<file path="src/amp_regmap_pkg.sv">
package amp_regmap_pkg;

    // ------------------------------------------------------------
    // Register offsets
    // ------------------------------------------------------------
    localparam logic [7:0] ADDR_MAKER_CODE        = 8'h00;
    localparam logic [7:0] ADDR_PART_CODE_LOW     = 8'h01;
    localparam logic [7:0] ADDR_PART_CODE_HIGH    = 8'h02;
    localparam logic [7:0] ADDR_SILICON_REVISION  = 8'h03;
    localparam logic [7:0] ADDR_POWER_CONTROL     = 8'h04;
    localparam logic [7:0] ADDR_AMP_DAC_SETUP     = 8'h05;
    localparam logic [7:0] ADDR_DAC_SETUP         = 8'h06;
    localparam logic [7:0] ADDR_LEFT_VOLUME       = 8'h07;
    localparam logic [7:0] ADDR_RIGHT_VOLUME      = 8'h08;
    localparam logic [7:0] ADDR_SERIAL_PORT_A     = 8'h09;
    localparam logic [7:0] ADDR_SERIAL_PORT_B     = 8'h0A;
    localparam logic [7:0] ADDR_LEFT_SLOT         = 8'h0B;
    localparam logic [7:0] ADDR_RIGHT_SLOT        = 8'h0C;
    localparam logic [7:0] ADDR_LEFT_LIM_RATES    = 8'h0E;
    localparam logic [7:0] ADDR_LEFT_LIM_THRESH   = 8'h0F;
    localparam logic [7:0] ADDR_LEFT_LIM_INFL     = 8'h10;
    localparam logic [7:0] ADDR_RIGHT_LIM_RATES   = 8'h11;
    localparam logic [7:0] ADDR_RIGHT_LIM_THRESH  = 8'h12;
    localparam logic [7:0] ADDR_RIGHT_LIM_INFL    = 8'h13;
    localparam logic [7:0] ADDR_LEFT_CLIPPER      = 8'h14;
    localparam logic [7:0] ADDR_RIGHT_CLIPPER     = 8'h15;
    localparam logic [7:0] ADDR_THERMAL_GAIN      = 8'h16;
    localparam logic [7:0] ADDR_FAULT_RECOVERY    = 8'h17;
    localparam logic [7:0] ADDR_SUPPLY_FLAGS      = 8'h18;
    localparam logic [7:0] ADDR_CHANNEL_FLAGS     = 8'h19;
    localparam logic [7:0] ADDR_SUPPLY_READING    = 8'h1A;
    localparam logic [7:0] ADDR_TEMP_READING      = 8'h1B;
    localparam logic [7:0] ADDR_SOFT_RESET        = 8'h1C;

    // ------------------------------------------------------------
    // Identification values (arbitrary neutral values)
    // ------------------------------------------------------------
    localparam logic [7:0] ID_MAKER_CODE          = 8'h5A; // Arbitrary value
    localparam logic [7:0] ID_PART_LOW            = 8'hC3; // Arbitrary value
    localparam logic [7:0] ID_PART_HIGH           = 8'h7E; // Arbitrary value
    localparam logic [7:0] ID_REVISION            = 8'h0B; // Arbitrary value

    // ------------------------------------------------------------
    // Reset values
    // ------------------------------------------------------------
    localparam logic [7:0] RST_POWER_CONTROL      = 8'hA1;
    localparam logic [7:0] RST_AMP_DAC_SETUP      = 8'h8A;
    localparam logic [7:0] RST_DAC_SETUP          = 8'h02;
    localparam logic [7:0] RST_LEFT_VOLUME        = 8'h40;
    localparam logic [7:0] RST_RIGHT_VOLUME       = 8'h40;
    localparam logic [7:0] RST_SERIAL_PORT_A      = 8'h11;
    localparam logic [7:0] RST_SERIAL_PORT_B      = 8'h07;
    localparam logic [7:0] RST_LEFT_SLOT          = 8'h00;
    localparam logic [7:0] RST_RIGHT_SLOT         = 8'h01;
    localparam logic [7:0] RST_LEFT_LIM_RATES     = 8'hA0;
    localparam logic [7:0] RST_RIGHT_LIM_RATES    = 8'hA8;
    localparam logic [7:0] RST_LIM_THRESH         = 8'h51;
    localparam logic [7:0] RST_LIM_INFL           = 8'h22;
    localparam logic [7:0] RST_CLIPPER            = 8'hFF;
    localparam logic [7:0] RST_THERMAL_GAIN       = 8'h00;
    localparam logic [7:0] RST_FAULT_RECOVERY     = 8'h30;
    localparam logic [7:0] RST_ZERO               = 8'h00;

    // ------------------------------------------------------------
    // Writable bit masks (reserved bits cleared), plus the supply flag read mask
    // ------------------------------------------------------------
    localparam logic [7:0] MASK_POWER_CONTROL     = 8'hBD;
    localparam logic [7:0] MASK_AMP_DAC_SETUP     = 8'hBB;
    localparam logic [7:0] MASK_DAC_SETUP         = 8'hF7;
    localparam logic [7:0] MASK_FULL              = 8'hFF;
    localparam logic [7:0] MASK_SERIAL_PORT_A     = 8'h7F;
    localparam logic [7:0] MASK_SERIAL_PORT_B     = 8'h9F;
    localparam logic [7:0] MASK_SLOT              = 8'h1F;
    localparam logic [7:0] MASK_LEFT_LIM_RATES    = 8'hF7;
    localparam logic [7:0] MASK_LIM_THRESH        = 8'hFB;
    localparam logic [7:0] MASK_THERMAL_GAIN      = 8'h33;
    localparam logic [7:0] MASK_FAULT_RECOVERY    = 8'hB7;
    localparam logic [7:0] MASK_SUPPLY_FLAGS      = 8'hC3;

    // ------------------------------------------------------------
    // Field positions
    // ------------------------------------------------------------
    localparam int BIT_SOFT_RESET                 = 0;
    localparam int BIT_MANUAL_RECOVER             = 7;

    // ------------------------------------------------------------
    // Writable register indices
    // ------------------------------------------------------------
    localparam int NUM_RW                         = 23;

    // Write-port state
    typedef enum logic [1:0] {
        PORT_IDLE   = 2'b00,
        PORT_WRITE  = 2'b01,
        PORT_RESET  = 2'b10
    } port_state_t;

endpackage : amp_regmap_pkg

</file>
<file path="src/amp_regmap.sv">
`timescale 1ns/1ps

module amp_regmap
    import amp_regmap_pkg::*;
(
    // Clock and reset
    input  wire logic        sys_clk_i,
    input  wire logic        rst_n_i,
    // Register port from the control bus
    input  wire logic        reg_wr_i,
    input  wire logic        reg_rd_i,
    input  wire logic [7:0]  reg_addr_i,
    input  wire logic [7:0]  reg_wdata_i,
    output logic      [7:0]  reg_rdata_o,
    output logic             reg_rvalid_o,
    // Status inputs from the analog and protection blocks
    input  wire logic        power_stage_undervolt_i,
    input  wire logic        regulator_undervolt_i,
    input  wire logic        overtemp_fault_flag_i,
    input  wire logic        overtemp_warning_flag_i,
    input  wire logic [3:0]  right_events_i,
    input  wire logic [3:0]  left_events_i,
    input  wire logic [7:0]  supply_code_i,
    input  wire logic [7:0]  temperature_code_i,
    // Control outputs to the datapath
    output logic      [7:0]  power_control_o,
    output logic      [7:0]  amp_dac_setup_o,
    output logic      [7:0]  dac_setup_o,
    output logic      [7:0]  left_volume_level_o,
    output logic      [7:0]  right_volume_level_o,
    output logic      [7:0]  serial_port_setup_a_o,
    output logic      [7:0]  serial_port_setup_b_o,
    output logic      [4:0]  left_slot_o,
    output logic      [4:0]  right_slot_o,
    output logic      [7:0]  left_limiter_rates_o,
    output logic      [7:0]  left_limiter_threshold_o,
    output logic      [7:0]  left_supply_knee_o,
    output logic      [7:0]  right_limiter_rates_o,
    output logic      [7:0]  right_limiter_threshold_o,
    output logic      [7:0]  right_supply_knee_o,
    output logic      [7:0]  left_clipper_level_o,
    output logic      [7:0]  right_clipper_level_o,
    output logic      [7:0]  thermal_gain_reduction_o,
    output logic      [7:0]  fault_recovery_setup_o,
    output logic             manual_recover_pulse_o
);

    // ------------------------------------------------------------
    // Register table
    // ------------------------------------------------------------
    // Address, reset value and writable mask of each writable register
    localparam logic [7:0] RW_ADDR  [NUM_RW] = '{
        ADDR_POWER_CONTROL, ADDR_AMP_DAC_SETUP, ADDR_DAC_SETUP,
        ADDR_LEFT_VOLUME, ADDR_RIGHT_VOLUME, ADDR_SERIAL_PORT_A,
        ADDR_SERIAL_PORT_B, ADDR_LEFT_SLOT, ADDR_RIGHT_SLOT,
        ADDR_LEFT_LIM_RATES, ADDR_LEFT_LIM_THRESH, ADDR_LEFT_LIM_INFL,
        ADDR_RIGHT_LIM_RATES, ADDR_RIGHT_LIM_THRESH, ADDR_RIGHT_LIM_INFL,
        ADDR_LEFT_CLIPPER, ADDR_RIGHT_CLIPPER, ADDR_THERMAL_GAIN,
        ADDR_FAULT_RECOVERY, ADDR_SOFT_RESET, ADDR_SUPPLY_FLAGS,
        ADDR_CHANNEL_FLAGS, ADDR_SUPPLY_READING};
    localparam logic [7:0] RW_RESET [NUM_RW] = '{
        RST_POWER_CONTROL, RST_AMP_DAC_SETUP, RST_DAC_SETUP,
        RST_LEFT_VOLUME, RST_RIGHT_VOLUME, RST_SERIAL_PORT_A,
        RST_SERIAL_PORT_B, RST_LEFT_SLOT, RST_RIGHT_SLOT,
        RST_LEFT_LIM_RATES, RST_LIM_THRESH, RST_LIM_INFL,
        RST_RIGHT_LIM_RATES, RST_LIM_THRESH, RST_LIM_INFL,
        RST_CLIPPER, RST_CLIPPER, RST_THERMAL_GAIN,
        RST_FAULT_RECOVERY, RST_ZERO, RST_ZERO, RST_ZERO, RST_ZERO};
    // The last three entries are status slots: no storage past NUM_CTRL makes them read-only
    localparam logic [7:0] RW_MASK  [NUM_RW] = '{
        MASK_POWER_CONTROL, MASK_AMP_DAC_SETUP, MASK_DAC_SETUP,
        MASK_FULL, MASK_FULL, MASK_SERIAL_PORT_A,
        MASK_SERIAL_PORT_B, MASK_SLOT, MASK_SLOT,
        MASK_LEFT_LIM_RATES, MASK_LIM_THRESH, MASK_FULL,
        MASK_FULL, MASK_LIM_THRESH, MASK_FULL,
        MASK_FULL, MASK_FULL, MASK_THERMAL_GAIN,
        MASK_FAULT_RECOVERY, RST_ZERO, RST_ZERO, RST_ZERO, RST_ZERO};

    // Number of real control registers before soft reset entry
    localparam int NUM_CTRL = 19;
    localparam int IDX_SOFT = 19;

    // ------------------------------------------------------------
    // State
    // ------------------------------------------------------------
    logic [7:0]  ctrl_reg    [NUM_CTRL];  // Control register storage
    logic [7:0]  ctrl_next   [NUM_CTRL];  // Next values
    logic        recover_reg;             // Manual recovery pulse
    logic [7:0]  rdata_reg;               // Read data
    logic        rvalid_reg;              // Read answer strobe
    port_state_t state_reg;               // Write-port state
    port_state_t state_next;
    // Status synchronisers: two stages for pins from the analog side
    logic [31:0] stat_meta_reg;
    logic [31:0] stat_sync_reg;

    // ------------------------------------------------------------
    // Decode
    // ------------------------------------------------------------
    // One-hot hit of an address against the writable table
    function automatic logic hit(input logic [7:0] a, input int i);
        return a == RW_ADDR[i];
    endfunction : hit

    wire         soft_req   = reg_wr_i && hit(reg_addr_i, IDX_SOFT)
                              && reg_wdata_i[BIT_SOFT_RESET];
    wire         recov_req  = reg_wr_i && (reg_addr_i == ADDR_FAULT_RECOVERY)
                              && reg_wdata_i[BIT_MANUAL_RECOVER];
    // Soft reset cycle, overrides any control register write landing in it, but not the recovery pulse
    wire         soft_apply = (state_reg == PORT_RESET);
    wire  [31:0] stat_raw   = {temperature_code_i, supply_code_i,
                               right_events_i, left_events_i,
                               power_stage_undervolt_i, regulator_undervolt_i,
                               4'h0, overtemp_fault_flag_i,
                               overtemp_warning_flag_i};
    wire  [7:0]  supply_flags  = stat_sync_reg[7:0] & MASK_SUPPLY_FLAGS;
    wire  [7:0]  channel_flags = stat_sync_reg[15:8];
    wire  [7:0]  supply_read   = stat_sync_reg[23:16];
    wire  [7:0]  temp_read     = stat_sync_reg[31:24];

    // ------------------------------------------------------------
    // Next state of control registers
    // ------------------------------------------------------------
    // Soft reset overrides, then masked host write, else hold
    genvar g;
    generate
        for (g = 0; g < NUM_CTRL; g++) begin : g_ctrl
            assign ctrl_next[g] = soft_apply ? RW_RESET[g] :
                (reg_wr_i && hit(reg_addr_i, g)) ?
                (reg_wdata_i & RW_MASK[g]) : ctrl_reg[g];
        end
    endgenerate

    // Write-port sequencing: idle, write, then a soft-reset cycle
    always_comb begin
        state_next = PORT_IDLE;
        case (state_reg)
            PORT_IDLE:  state_next = soft_req ? PORT_RESET :
                                     (reg_wr_i ? PORT_WRITE : PORT_IDLE);
            PORT_WRITE: state_next = soft_req ? PORT_RESET :
                                     (reg_wr_i ? PORT_WRITE : PORT_IDLE);
            PORT_RESET: state_next = PORT_IDLE;
            default:    state_next = PORT_IDLE;
        endcase
    end

    // ------------------------------------------------------------
    // Read mux
    // ------------------------------------------------------------
    logic [7:0] rd_mux;
    always_comb begin
        rd_mux = RST_ZERO;
        case (reg_addr_i)
            ADDR_MAKER_CODE:       rd_mux = ID_MAKER_CODE;
            ADDR_PART_CODE_LOW:    rd_mux = ID_PART_LOW;
            ADDR_PART_CODE_HIGH:   rd_mux = ID_PART_HIGH;
            ADDR_SILICON_REVISION: rd_mux = ID_REVISION;
            ADDR_SUPPLY_FLAGS:     rd_mux = supply_flags;
            ADDR_CHANNEL_FLAGS:    rd_mux = channel_flags;
            ADDR_SUPPLY_READING:   rd_mux = supply_read;
            ADDR_TEMP_READING:     rd_mux = temp_read;
            ADDR_SOFT_RESET:       rd_mux = RST_ZERO;
            default: begin
                for (int i = 0; i < NUM_CTRL; i++) begin
                    if (hit(reg_addr_i, i)) begin
                        rd_mux = ctrl_reg[i];
                    end
                end
            end
        endcase
    end

    // ------------------------------------------------------------
    // Registers
    // ------------------------------------------------------------
    // Control registers with reset values
    generate
        for (g = 0; g < NUM_CTRL; g++) begin : g_store
            always_ff @(posedge sys_clk_i) begin
                if (!rst_n_i) begin
                    ctrl_reg[g] <= RW_RESET[g];
                end else begin
                    ctrl_reg[g] <= ctrl_next[g];
                end
            end
        end
    endgenerate

    // Soft reset request and manual recovery pulse
    always_ff @(posedge sys_clk_i) begin
        if (!rst_n_i) begin
            recover_reg  <= 1'b0;
            state_reg    <= PORT_IDLE;
        end else begin
            recover_reg  <= recov_req;
            state_reg    <= state_next;
        end
    end

    // Status synchroniser, two flip-flops
    always_ff @(posedge sys_clk_i) begin
        if (!rst_n_i) begin
            stat_meta_reg <= 32'h0000_0000;
            stat_sync_reg <= 32'h0000_0000;
        end else begin
            stat_meta_reg <= stat_raw;
            stat_sync_reg <= stat_meta_reg;
        end
    end

    // Read answer, one cycle after the strobe
    always_ff @(posedge sys_clk_i) begin
        if (!rst_n_i) begin
            rdata_reg  <= RST_ZERO;
            rvalid_reg <= 1'b0;
        end else begin
            rvalid_reg <= reg_rd_i;
            if (reg_rd_i) begin
                rdata_reg <= rd_mux;
            end
        end
    end

    // ------------------------------------------------------------
    // Outputs
    // ------------------------------------------------------------
    assign reg_rdata_o               = rdata_reg;
    assign reg_rvalid_o              = rvalid_reg;
    assign power_control_o           = ctrl_reg[0];
    assign amp_dac_setup_o           = ctrl_reg[1];
    assign dac_setup_o               = ctrl_reg[2];
    assign left_volume_level_o       = ctrl_reg[3];
    assign right_volume_level_o      = ctrl_reg[4];
    assign serial_port_setup_a_o     = ctrl_reg[5];
    assign serial_port_setup_b_o     = ctrl_reg[6];
    assign left_slot_o               = ctrl_reg[7][4:0];
    assign right_slot_o              = ctrl_reg[8][4:0];
    assign left_limiter_rates_o      = ctrl_reg[9];
    assign left_limiter_threshold_o  = ctrl_reg[10];
    assign left_supply_knee_o        = ctrl_reg[11];
    assign right_limiter_rates_o     = ctrl_reg[12];
    assign right_limiter_threshold_o = ctrl_reg[13];
    assign right_supply_knee_o       = ctrl_reg[14];
    assign left_clipper_level_o      = ctrl_reg[15];
    assign right_clipper_level_o     = ctrl_reg[16];
    assign thermal_gain_reduction_o  = ctrl_reg[17];
    assign fault_recovery_setup_o    = ctrl_reg[18];
    assign manual_recover_pulse_o    = recover_reg;

endmodule : amp_regmap

</file>
<file path="config.mk">
export PLATFORM = sky130hd
export DESIGN_NAME = amp_regmap
export DESIGN_NICKNAME = d
export VERILOG_FILES = /design/src/amp_regmap_pkg.sv /design/src/amp_regmap.sv
export SDC_FILE = /design/constraint.sdc
export NUM_CORES = 1
export LEC_CHECK = 0
export BUFFER_PORTS_ARGS = -buffer_cell sky130_fd_sc_hd__buf_2
export CAP_MARGIN = 0
export CORE_ASPECT_RATIO = 0.7
export CORE_UTILIZATION = 36
export DETAILED_ROUTE_END_ITERATION = 10
export RECOVER_POWER = 50
export SLEW_MARGIN = 40
export SYNTH_ARGS = -nofsm -noshare
export SYNTH_HDL_FRONTEND = slang
export SYNTH_SLANG_ARGS = --single-unit
export TNS_END_PERCENT = 30
</file>
<file path="constraint.sdc">
create_clock -name sys_clk_i -period 2.6 [get_ports sys_clk_i]
set_input_delay 0 -clock sys_clk_i [delete_from_list [all_inputs] [get_ports sys_clk_i]]
set_output_delay 0 -clock sys_clk_i [all_outputs]
set_load 0.02 [all_outputs]
</file>
==> results.cfg, run 1 <==
[outcome]
status = finished, final reports clean

[routing]
drtPass1Iterations = 6
wl_met1_mm = 15.45
met3WireLength_mm = 3.827
wl_met2_mm = 13.40
drc = 0
wl_per_cell_um = 20.83
dr_total_vias = 8681
first_iter_violations = 1139
highest_layer = met4
wirelength_mm = 33.06
drtAntennaViolNets = 0
viasPerCell = 5.470

[place]
post-place-cells = 1523
place_congestion = 0.9717
port_buffers = 186
place_area_sq_mm = 0.009832
hpwl_mm = 23.72

[sta]
finalCritPeriodShare_pct = 90.75
fin_skew_ps = 11.66
rsz0062_at_grt = no
holdWs_ps = 28.92
fmax_mhz = 423.8
layout_min_cycle_time_ps = 2359
worst_slew_pin_slew_ps = 805.3
finalSetupTns_ps = 0
hold_violations = 0
slew_violations = 0
finalSetupViolations = 0
slew_headroom_pct = 46.32

[power]
peakVddDrop_mv = 0.4621
leakage_uw = 0.004004
p_per_area_mw_per_mm2 = 593.5

[critical_path]
crit_buf_inv = 3
cp_max_fo = 12
critPathArrivalTime_ps = 2730
slowest_stage = or4b_1
cp_top_family = simple AND/OR/NAND/NOR gates
path_cells = dlygate4sd3_1, buf_2, or4b_1, nor3_4, buf_4, nand2_1, a222oi_1, a211oi_1, nor3_1
worstPathRequired_ps = 2970
worst-setup-path-type = in2reg
critical_path.endpoint_type = flip-flop
max_stage_delay_ps = 620
crit_path_start_kind = primary input

[clock_network]
path_clk_slew_ps = 80
insertion_delay_ps = 450
clock_path_buffers = 2
cts_inserted_buffers = 17
post_cts_buffers = 0
clock-root-buffer = clkbuf_16
htreeDepth = 4
cts_tree = built
cts_num_sinks = 197

[global_routing]
grt_pass1_vias = 8026
gr-total-overflow = 0
grt_pass1_wl_mm = 49.57
grt_util_all_layers_pct = 26.58
grt_max_degree = 82
grt_antenna_before_repair = 1

[floorplanning]
io_pins = 204
coreArea_sq_mm = 0.02302
die_w_um = 186.7
initial_core_util_pct = 37.36
rows = 46
die_h_um = 131.3
dieArea_sq_mm = 0.02452

[synth]
yosys.area.top_type = dfxtp_1
synthCells = 1070
netlist.area_leader.share_pct = 45.85
synthesis.area_sq_mm = 0.008601
synth.area.top_cells = dfxtp_1, nand2_1, a21oi_1
synth-edff-count = 0
synthDistinctLibCells = 60
syn_avg_cell_area_sq_um = 8.038
yosysMostFrequentCell = nand2_1
ys_warn_count = 0
synthArstFlopShare_pct = 0
ys_ff_latch = 197
yosysSeqAreaShare_pct = 45.85
netlist_top_cells_count = nand2_1, dfxtp_1, a21oi_1
synthFlopType = dfxtp_1

[job]
cap_viol_max_count = 0

[layout]
final_core_util_pct = 45.81
areaGrowthSynthToFinish_pct = 22.62
final_cells = 1587
largest_register_ff_count = 129
drive_above_1_share_pct = 10.83
final_area_sq_mm = 0.01055
nets = 1310

[worst_hold_path]
hold_class = in2reg
-- layer usage --
metal / up-vias / GRT usage (%)
li1: 4051 / -
met1: 4087 / 40.40
met2: 511 / 36.63
met3: 32 / 6.998
met4: 0 / 5.965
met5: - / 0
-- through the flow --
stage	total power (uW)	setup WS, ps
finish	6259	240.6
CTS	6276	319.9
global route	6443	180.8
global placement	3644	343.1
floorplan	3463	932.7
detailed placement	3644	332.6
-- power by group --
part	internal (uW)	switching [uW]	leakage, uW
sequential	3070	20.8	0.00160
combinational	175	353	0.00213
clock	1360	1290	0.000273
-- timing repair --
| item | 4_1_cts | 5_1_grt |
|---|---|---|
| endpoints found under the hold margin | 48 | 0 |
| endpoints found under the setup margin | 0 | 0 |
| gates resized for setup | 0 | 0 |
| hold buffers | 32 | 0 |
-- worst min-delay path: stages --
cell and delay (ps):
buf_2 260, nand2_1 110, a21oi_1 60
-- worst paths after layout --
check	slack [ps]	cells after the start	startpoint	end
max reg2reg	850	5	ctrl_reg[3][4]	reg_rdata_o[4]
max	240	9	reg_addr_i[4]	reg_rdata_o[7]
min	30	3	reg_wdata_i[7]	ctrl_reg[2][7]
min reg2reg	430	1	stat_meta_reg[31]	stat_sync_reg[31]
-- cells in the final DEF, fill, tap and decap left out, drive strengths merged, types with 3 or more instances in the layout --
cell type,Yosys,routed
a21o,6,6
o21ai,63,63
a32oi,8,8
dlygate4sd3,0,32
clkbuf,61,158
o221ai,3,3
o32ai,6,6
o22ai,7,7
and2,58,58
a22o,3,3
nor2b,11,11
o211ai,11,11
o21a,3,3
nand2,227,227
o31ai,3,3
a21oi,91,91
mux4,4,4
nor2,67,67
nand4,6,6
nor3,13,13
buf,36,83
a2bb2oi,4,4
a222oi,3,3
nand3,77,77
a211oi,6,6
dfxtp,197,197
a22oi,8,8
nor4,3,3
mux2i,25,25
conb,1,17
inv,14,22
nand2b,6,6
and3,4,4
mux2,12,12
-- kinds of logic after synthesis --
kind of cell	share of synthesized area, %
mux	5.528
simple gates	25.34
compound gates	17.43
buf+inv	5.804
flops	45.85
other cells	0.04360
-- layout make-up --
class,count,area (sq um)
multi-input combinational,778,4229
tap,312,390.4
clock inverter,12,133.9
timing repair buffer,254,1361
sequential,197,3944
clock buffer,19,432.9
antenna,1,2.502
inverter,14,52.55
fill,2403,12480
Power figures use the tool's default switching activity.
==> inputs of run 2 (changes only) <==
--- a/config.mk
+++ b/config.mk
@@ -5,6 +5,7 @@
 export SDC_FILE = /design/constraint.sdc
 export NUM_CORES = 1
 export LEC_CHECK = 0
+export ABC_AREA = 1
 export BUFFER_PORTS_ARGS = -buffer_cell sky130_fd_sc_hd__buf_2
 export CAP_MARGIN = 0
 export CORE_ASPECT_RATIO = 0.7
==> run 2 against run 1 <==
  * Sequential cell count did not move
  * Register-to-register slack barely moved
  * Total power rose by 0.74%
  * Highest routed layer unchanged
  * Critical path type unchanged
  * Largest cell class is now registers
  * Global-route usage fell by 1.5 points
  * Die area fell by 5.1%
  * Clock skew fell by 2.9 ps
  * Critical endpoint is now ctrl_reg[5][5]
  * Utilization rose by 0.25 points
  * Synthesized cell count rose by 3.9%
  * Final area fell by 4.1%
  * Sequential power barely moved
==> results.cfg, run 2 <==
[outcome]
status = finished, final reports clean

[clock_network]
clock_path_buffers = 2
cts_inserted_buffers = 17
clock-root-buffer = clkbuf_16
htreeDepth = 4
cts_tree = built
path_clk_slew_ps = 70
cts_num_sinks = 197
insertion_delay_ps = 440

[synth]
netlist_top_cells_count = nand2_1, dfxtp_1, inv_1
synthCells = 1112
synth_mux_area_share_pct = 0
yosysMostFrequentCell = nand2_1
synthArstFlopShare_pct = 0
ys_ff_latch = 197
synthDistinctLibCells = 35
synth-simple-area-share_pct = 22.77
synth-edff-count = 0
synthesis.area_sq_mm = 0.008155
synth_compound_area_share_pct = 17.38
synth.area.top_cells = dfxtp_1, nand2_1, a21oi_1
synthFlopType = dfxtp_1
ys_warn_count = 0
yosys.area.top_type = dfxtp_1
netlist.area_leader.share_pct = 48.36
yosysSeqAreaShare_pct = 48.36
synth_xor_area_share_pct = 0
synth_fa_ha_area_share_pct = 0
synth_top_family_by_area = simple AND/OR/NAND/NOR gates
syn_avg_cell_area_sq_um = 7.334

[power]
peakVddDrop_mv = 0.4816
p_total_uw = 6305
leakage_uw = 0.004716
p_per_area_mw_per_mm2 = 623.4

[sta]
slew_headroom_pct = 36.01
holdWs_ps = 36.20
worst_slew_pin_slew_ps = 959.9
finalSetupTns_ps = 0
slew_violations = 0
fmax_mhz = 561.4
layout_min_cycle_time_ps = 1781
fin_skew_ps = 8.774
finalCritPeriodShare_pct = 68.51
finalSetupViolations = 0
hold_violations = 0
rsz0062_at_grt = no

[critical_path]
critPathArrivalTime_ps = 2140
worst-setup-path-type = in2reg
max_stage_delay_ps = 550
cp_max_fo = 30
worstRegToRegCells = 12
crit_path_start_kind = primary input
critPathLaunch = rst_n_i
critical_path.endpoint_type = flip-flop
worstPathRequired_ps = 2960
reg2reg_from = ctrl_reg[2][4]
path_cells = dlygate4sd3_1, clkbuf_1, o21ai_2, inv_2, buf_4, o21ai_0, a21oi_1
slowest_stage = dlygate4sd3_1

[routing]
wl_per_cell_um = 18.07
dr_total_vias = 8271
viasPerCell = 5.115
drtPass1Iterations = 6
drc = 0
drtAntennaViolNets = 0
wirelength_mm = 29.22
first_iter_violations = 786

[floorplanning]
initial_core_util_pct = 37.14
coreArea_sq_mm = 0.02196
rows = 45
io_pins = 204
die_h_um = 127.9
die_w_um = 181.9
dieArea_sq_mm = 0.02327

[global_routing]
grt_max_degree = 53
grt_util_all_layers_pct = 25.10
grt_pass1_vias = 7415
grt_pass1_wl_mm = 43.77
gr-total-overflow = 0
grt_antenna_before_repair = 1

[worst_hold_path]
hold_class = in2reg
worst_hold_startpoint = reg_wdata_i[0]
hold_depth = 3

[layout]
final_cell_mix = nand2_1, dfxtp_1, inv_1, clkbuf_1, a21oi_1
largest_register_ff_count = 129
layout_commonest_cell = nand2_1
areaGrowthSynthToFinish_pct = 24.03
drive_above_1_share_pct = 9.820
n_fill_cell = 2297
nets = 1369

[place]
place_congestion = 0.8870
hpwl_mm = 21.37
port_buffers = 186

[job]
cap_viol_max_count = 0
==> run 2: cell types whose count changed after synthesis, sizes merged, moves of 11 or more <==
cell	previous run	this run
o211ai	11	41
inv	14	158
clkbuf	61	33
o21ai	63	80
a21oi	91	110
nor2b	11	0
mux2	12	0
nand2	227	288
nand3	77	56
and2	58	0
mux2i	25	0
==> run 2: critical path: cells and delay by family <==
| family | cells | cell delay [ps] |
|---|---|---|
| buf+inv | 4 | 1700 |
| compound gates | 3 | 440 |
==> run 2: logic make-up (layout without fill, tap and decap cells) <==
logic type | count (synthesis) | after routing
simple gates | 438 | 438
compound gates | 251 | 251
buf+inv | 225 | 431
flops | 197 | 197
other cells | 1 | 18
==> run 2: where the power goes <==
group	total, uW	leakage (uW)	switching (uW)	internal [uW]
Combinational	397	0.00281	279	118
Sequential	3090	0.00160	21.2	3070
Clock	2820	0.000302	1240	1580
==> run 2: worst paths after layout <==
path | endpoint | slack, ps
max | ctrl_reg[5][5] | 820
min | ctrl_reg[3][0] | 40
max reg2reg | reg_rdata_o[4] | 860
min reg2reg | stat_sync_reg[14] | 420
==> run 2: timing repair <==
| item | 4_1_cts | 5_1_grt |
|---|---|---|
| resized for setup | 0 | 0 |
| setup buffers | 0 | 0 |
| endpoints found under the hold margin | 57 | 0 |
| hold buffers | 37 | 0 |
==> run 2: per-layer routing <==
layer	vias up	GRT usage, %	routed length, um
met5	-	0	0
met4	0	6.327	442
met3	36	6.193	3176
met2	463	35.05	11470
met1	3797	37.95	14130
li1	3975	-	-
==> run 2: through the flow <==
| stage | utilization [%] | cells | cell area, sq um | setup WS (ps) |
|---|---|---|---|---|
| 2_1_floorplan | - | 1128 | 8215 | 1121 |
| 3_3_place_gp | 42.33 | 1547 | 9295 | 487.7 |
| 3_5_place_dp | 42.33 | 1547 | 9295 | 463.0 |
| 4_1_cts | 46.85 | 1616 | 10290 | 912.6 |
| 5_1_grt | 46.06 | 1617 | 10110 | 580.6 |
| 6_report | 46.06 | 1617 | 10110 | 818.7 |
==> run 2: final cells by class <==
cell class	instances	area, sq um	share of cell area (%)
antenna	1	2.502	0.02474
multi-input combinational	706	3343	33.05
inverter	162	608.1	6.012
clock buffer	19	452.9	4.478
clock inverter	13	170.2	1.682
sequential	197	3944	38.99
timing repair buffer	237	1241	12.27
tap	282	352.8	3.488
==> inputs of run 3 (changes only) <==
--- a/config.mk
+++ b/config.mk
@@ -5,7 +5,7 @@
 export SDC_FILE = /design/constraint.sdc
 export NUM_CORES = 1
 export LEC_CHECK = 0
-export ABC_AREA = 1
+export ABC_AREA = 0
 export BUFFER_PORTS_ARGS = -buffer_cell sky130_fd_sc_hd__buf_2
 export CAP_MARGIN = 0
 export CORE_ASPECT_RATIO = 0.7
==> constraint.sdc (replaced) <==
create_clock -name sys_clk_i -period 1.6 [get_ports sys_clk_i]
set_input_delay 0 -clock sys_clk_i [delete_from_list [all_inputs] [get_ports sys_clk_i]]
set_output_delay 0 -clock sys_clk_i [all_outputs]
set_load 0.02 [all_outputs]
==> run 3 against run 2 <==
  * Critical path depth decreased by 1
  * Utilization increased by 5.5 points
  * First-iteration DRC count increased by 25%
  * Non-clock buffer count increased by 170
  * Setup slack got worse by 880 ps
  * Via count increased by 12%
  * Sequential power increased by 62%
  * Count of clock-buffer cells in the layout decreased by 1
  * Worst hold slack got worse by 9.1 ps
  * The flow now finishes with violations (setup timing)
  * Clock power increased by 59%
  * Wire length increased by 19%
  * Sequential share of layout area decreased by 5.8 points
==> results.cfg, run 3 (synthesis gave the netlist of run 1 again) <==
[place]
post-place-cells = 1673
place_congestion = 0.9598
port_buffers = 186
hpwl_mm = 25.40
dp_slack_ps = -373.7

[clock_network]
insertion_delay_ps = 470
htreeDepth = 4
clock-root-buffer = clkbuf_16
cts_inserted_buffers = 17
cts_tree = built
cts_num_sinks = 197
clock_path_buffers = 2
path_clk_slew_ps = 80

[critical_path]
worstPathRequired_ps = 1950
worstRegToRegCells = 6
cp_max_fo = 2
worst-setup-path-type = reg2reg
critPathArrivalTime_ps = 2010
critical_path.endpoint_type = flip-flop
rrSetupSlack_ps = -60
crit_path_start_kind = flip-flop

[layout]
drive_above_1_share_pct = 21.71
largest_register_ff_count = 129
nets = 1463
final_core_util_pct = 51.61
layout_commonest_cell = nand2_1
final_cells = 1742
final_cell_mix = nand2_1, dfxtp_1, buf_4, clkbuf_1, a21oi_1
n_fill_cell = 2268
areaGrowthSynthToFinish_pct = 38.14

[global_routing]
gr-total-overflow = 0
grt_pass1_vias = 8362
grt_max_degree = 57
grt_pass1_wl_mm = 52.63
grt_util_all_layers_pct = 28.23
grt_antenna_before_repair = 2

[power]
leakage_uw = 0.004842
p_per_area_mw_per_mm2 = 885.5
p_total_uw = 10520
peakVddDrop_mv = 0.7997

[sta]
rsz0062_at_grt = yes
slew_headroom_pct = 57.17
setup_ws_ps = -57.16
worst_slew_pin_slew_ps = 642.5
finalCritPeriodShare_pct = 103.6
hold_violations = 0
layout_min_cycle_time_ps = 1657
slew_violations = 0
fmax_mhz = 603.4
fin_skew_ps = 15.10
finalSetupTns_ps = -72.90
finalSetupViolations = 2

[routing]
wirelength_mm = 34.74
viasPerCell = 5.321
first_iter_violations = 985
drtPass1Iterations = 6
wl_per_cell_um = 19.94
drtAntennaViolNets = 0
dr_total_vias = 9270
drc = 0

[outcome]
status = finished with violations
violations = setup timing

[worst_hold_path]
hold_depth = 4
hold_class = in2reg

[job]
cap_viol_max_count = 0

[floorplanning]
rows = 46
die_w_um = 186.7
die_h_um = 131.3
io_pins = 204
initial_core_util_pct = 37.36
coreArea_sq_mm = 0.02302
dieArea_sq_mm = 0.02452
run 3: cell count changes in the layout (fill, tap and decap cells not counted), moves of 12 or more:
cell / before / now
o211ai_1: 41 / 11
o21ai_0: 77 / 60
a21oi_1: 110 / 91
mux2_2: 0 / 12
nand2_1: 279 / 227
and2_1: 0 / 56
mux2i_1: 0 / 25
inv_2: 12 / 0
nand3_1: 55 / 76
inv_1: 146 / 14
buf_4: 12 / 181
run 3: worst paths after layout:
path,end,start
worst min-delay path,state_reg[1],reg_addr_i[4]
worst max-delay path,reg_rdata_o[1],stat_sync_reg[25]
worst max register to register,reg_rdata_o[1],stat_sync_reg[25]
worst min register to register,stat_sync_reg[10],stat_meta_reg[10]
run 3: what timing repair did:
action,CTS,global route
buffers inserted,0,0
pin swaps,9,2
hold buffers,36,0
setup endpoints to repair,5,7
endpoints found under the hold margin,66,0
gates cloned,0,0
resized for setup,12,6
run 3: per-layer routing:
metal	GRT usage (%)	share of wire, %	up-vias
li1	-	-	4349
met1	43.05	48	4427
met2	39.76	42	458
met3	5.475	9.0	36
met4	7.468	1.3	0
met5	0	0	-
run 3: where the power goes:
part | switching [uW] | leakage [uW] | total, uW | internal [uW]
logic | 619 | 0.00294 | 1020 | 406
registers | 32.2 | 0.00160 | 5010 | 4980
clock network | 2300 | 0.000299 | 4480 | 2180
run 3: worst max-delay path, cell delays in order, from the launching register on:
cell and delay [ps]:
dfxtp_1 300, mux2_2 260, a222oi_1 360, buf_4 210
o2111ai_4 130, nor3_2 210, a211oi_1 70
run 3: cell type report:
| class | count | area, sq um | share of cell area [%] |
|---|---|---|---|
| multi-input cells | 778 | 4308 | 36.26 |
| flip-flops and latches | 197 | 3946 | 33.21 |
| repair buffers | 407 | 2565 | 21.59 |
| clock buffers | 18 | 439.2 | 3.696 |
| well taps | 312 | 390.4 | 3.286 |
| clock inverters | 14 | 175.2 | 1.474 |
| inverters | 14 | 52.55 | 0.4423 |
| diodes | 2 | 5.005 | 0.04212 |
run 3: stage by stage:
stage,hold WS (ps),cell area [sq um]
after floorplan,127.3,8665
after global placement,206.4,11000
after detailed placement,209.6,11000
after CTS,10.07,12020
after global routing,29.78,11880
final,27.06,11880
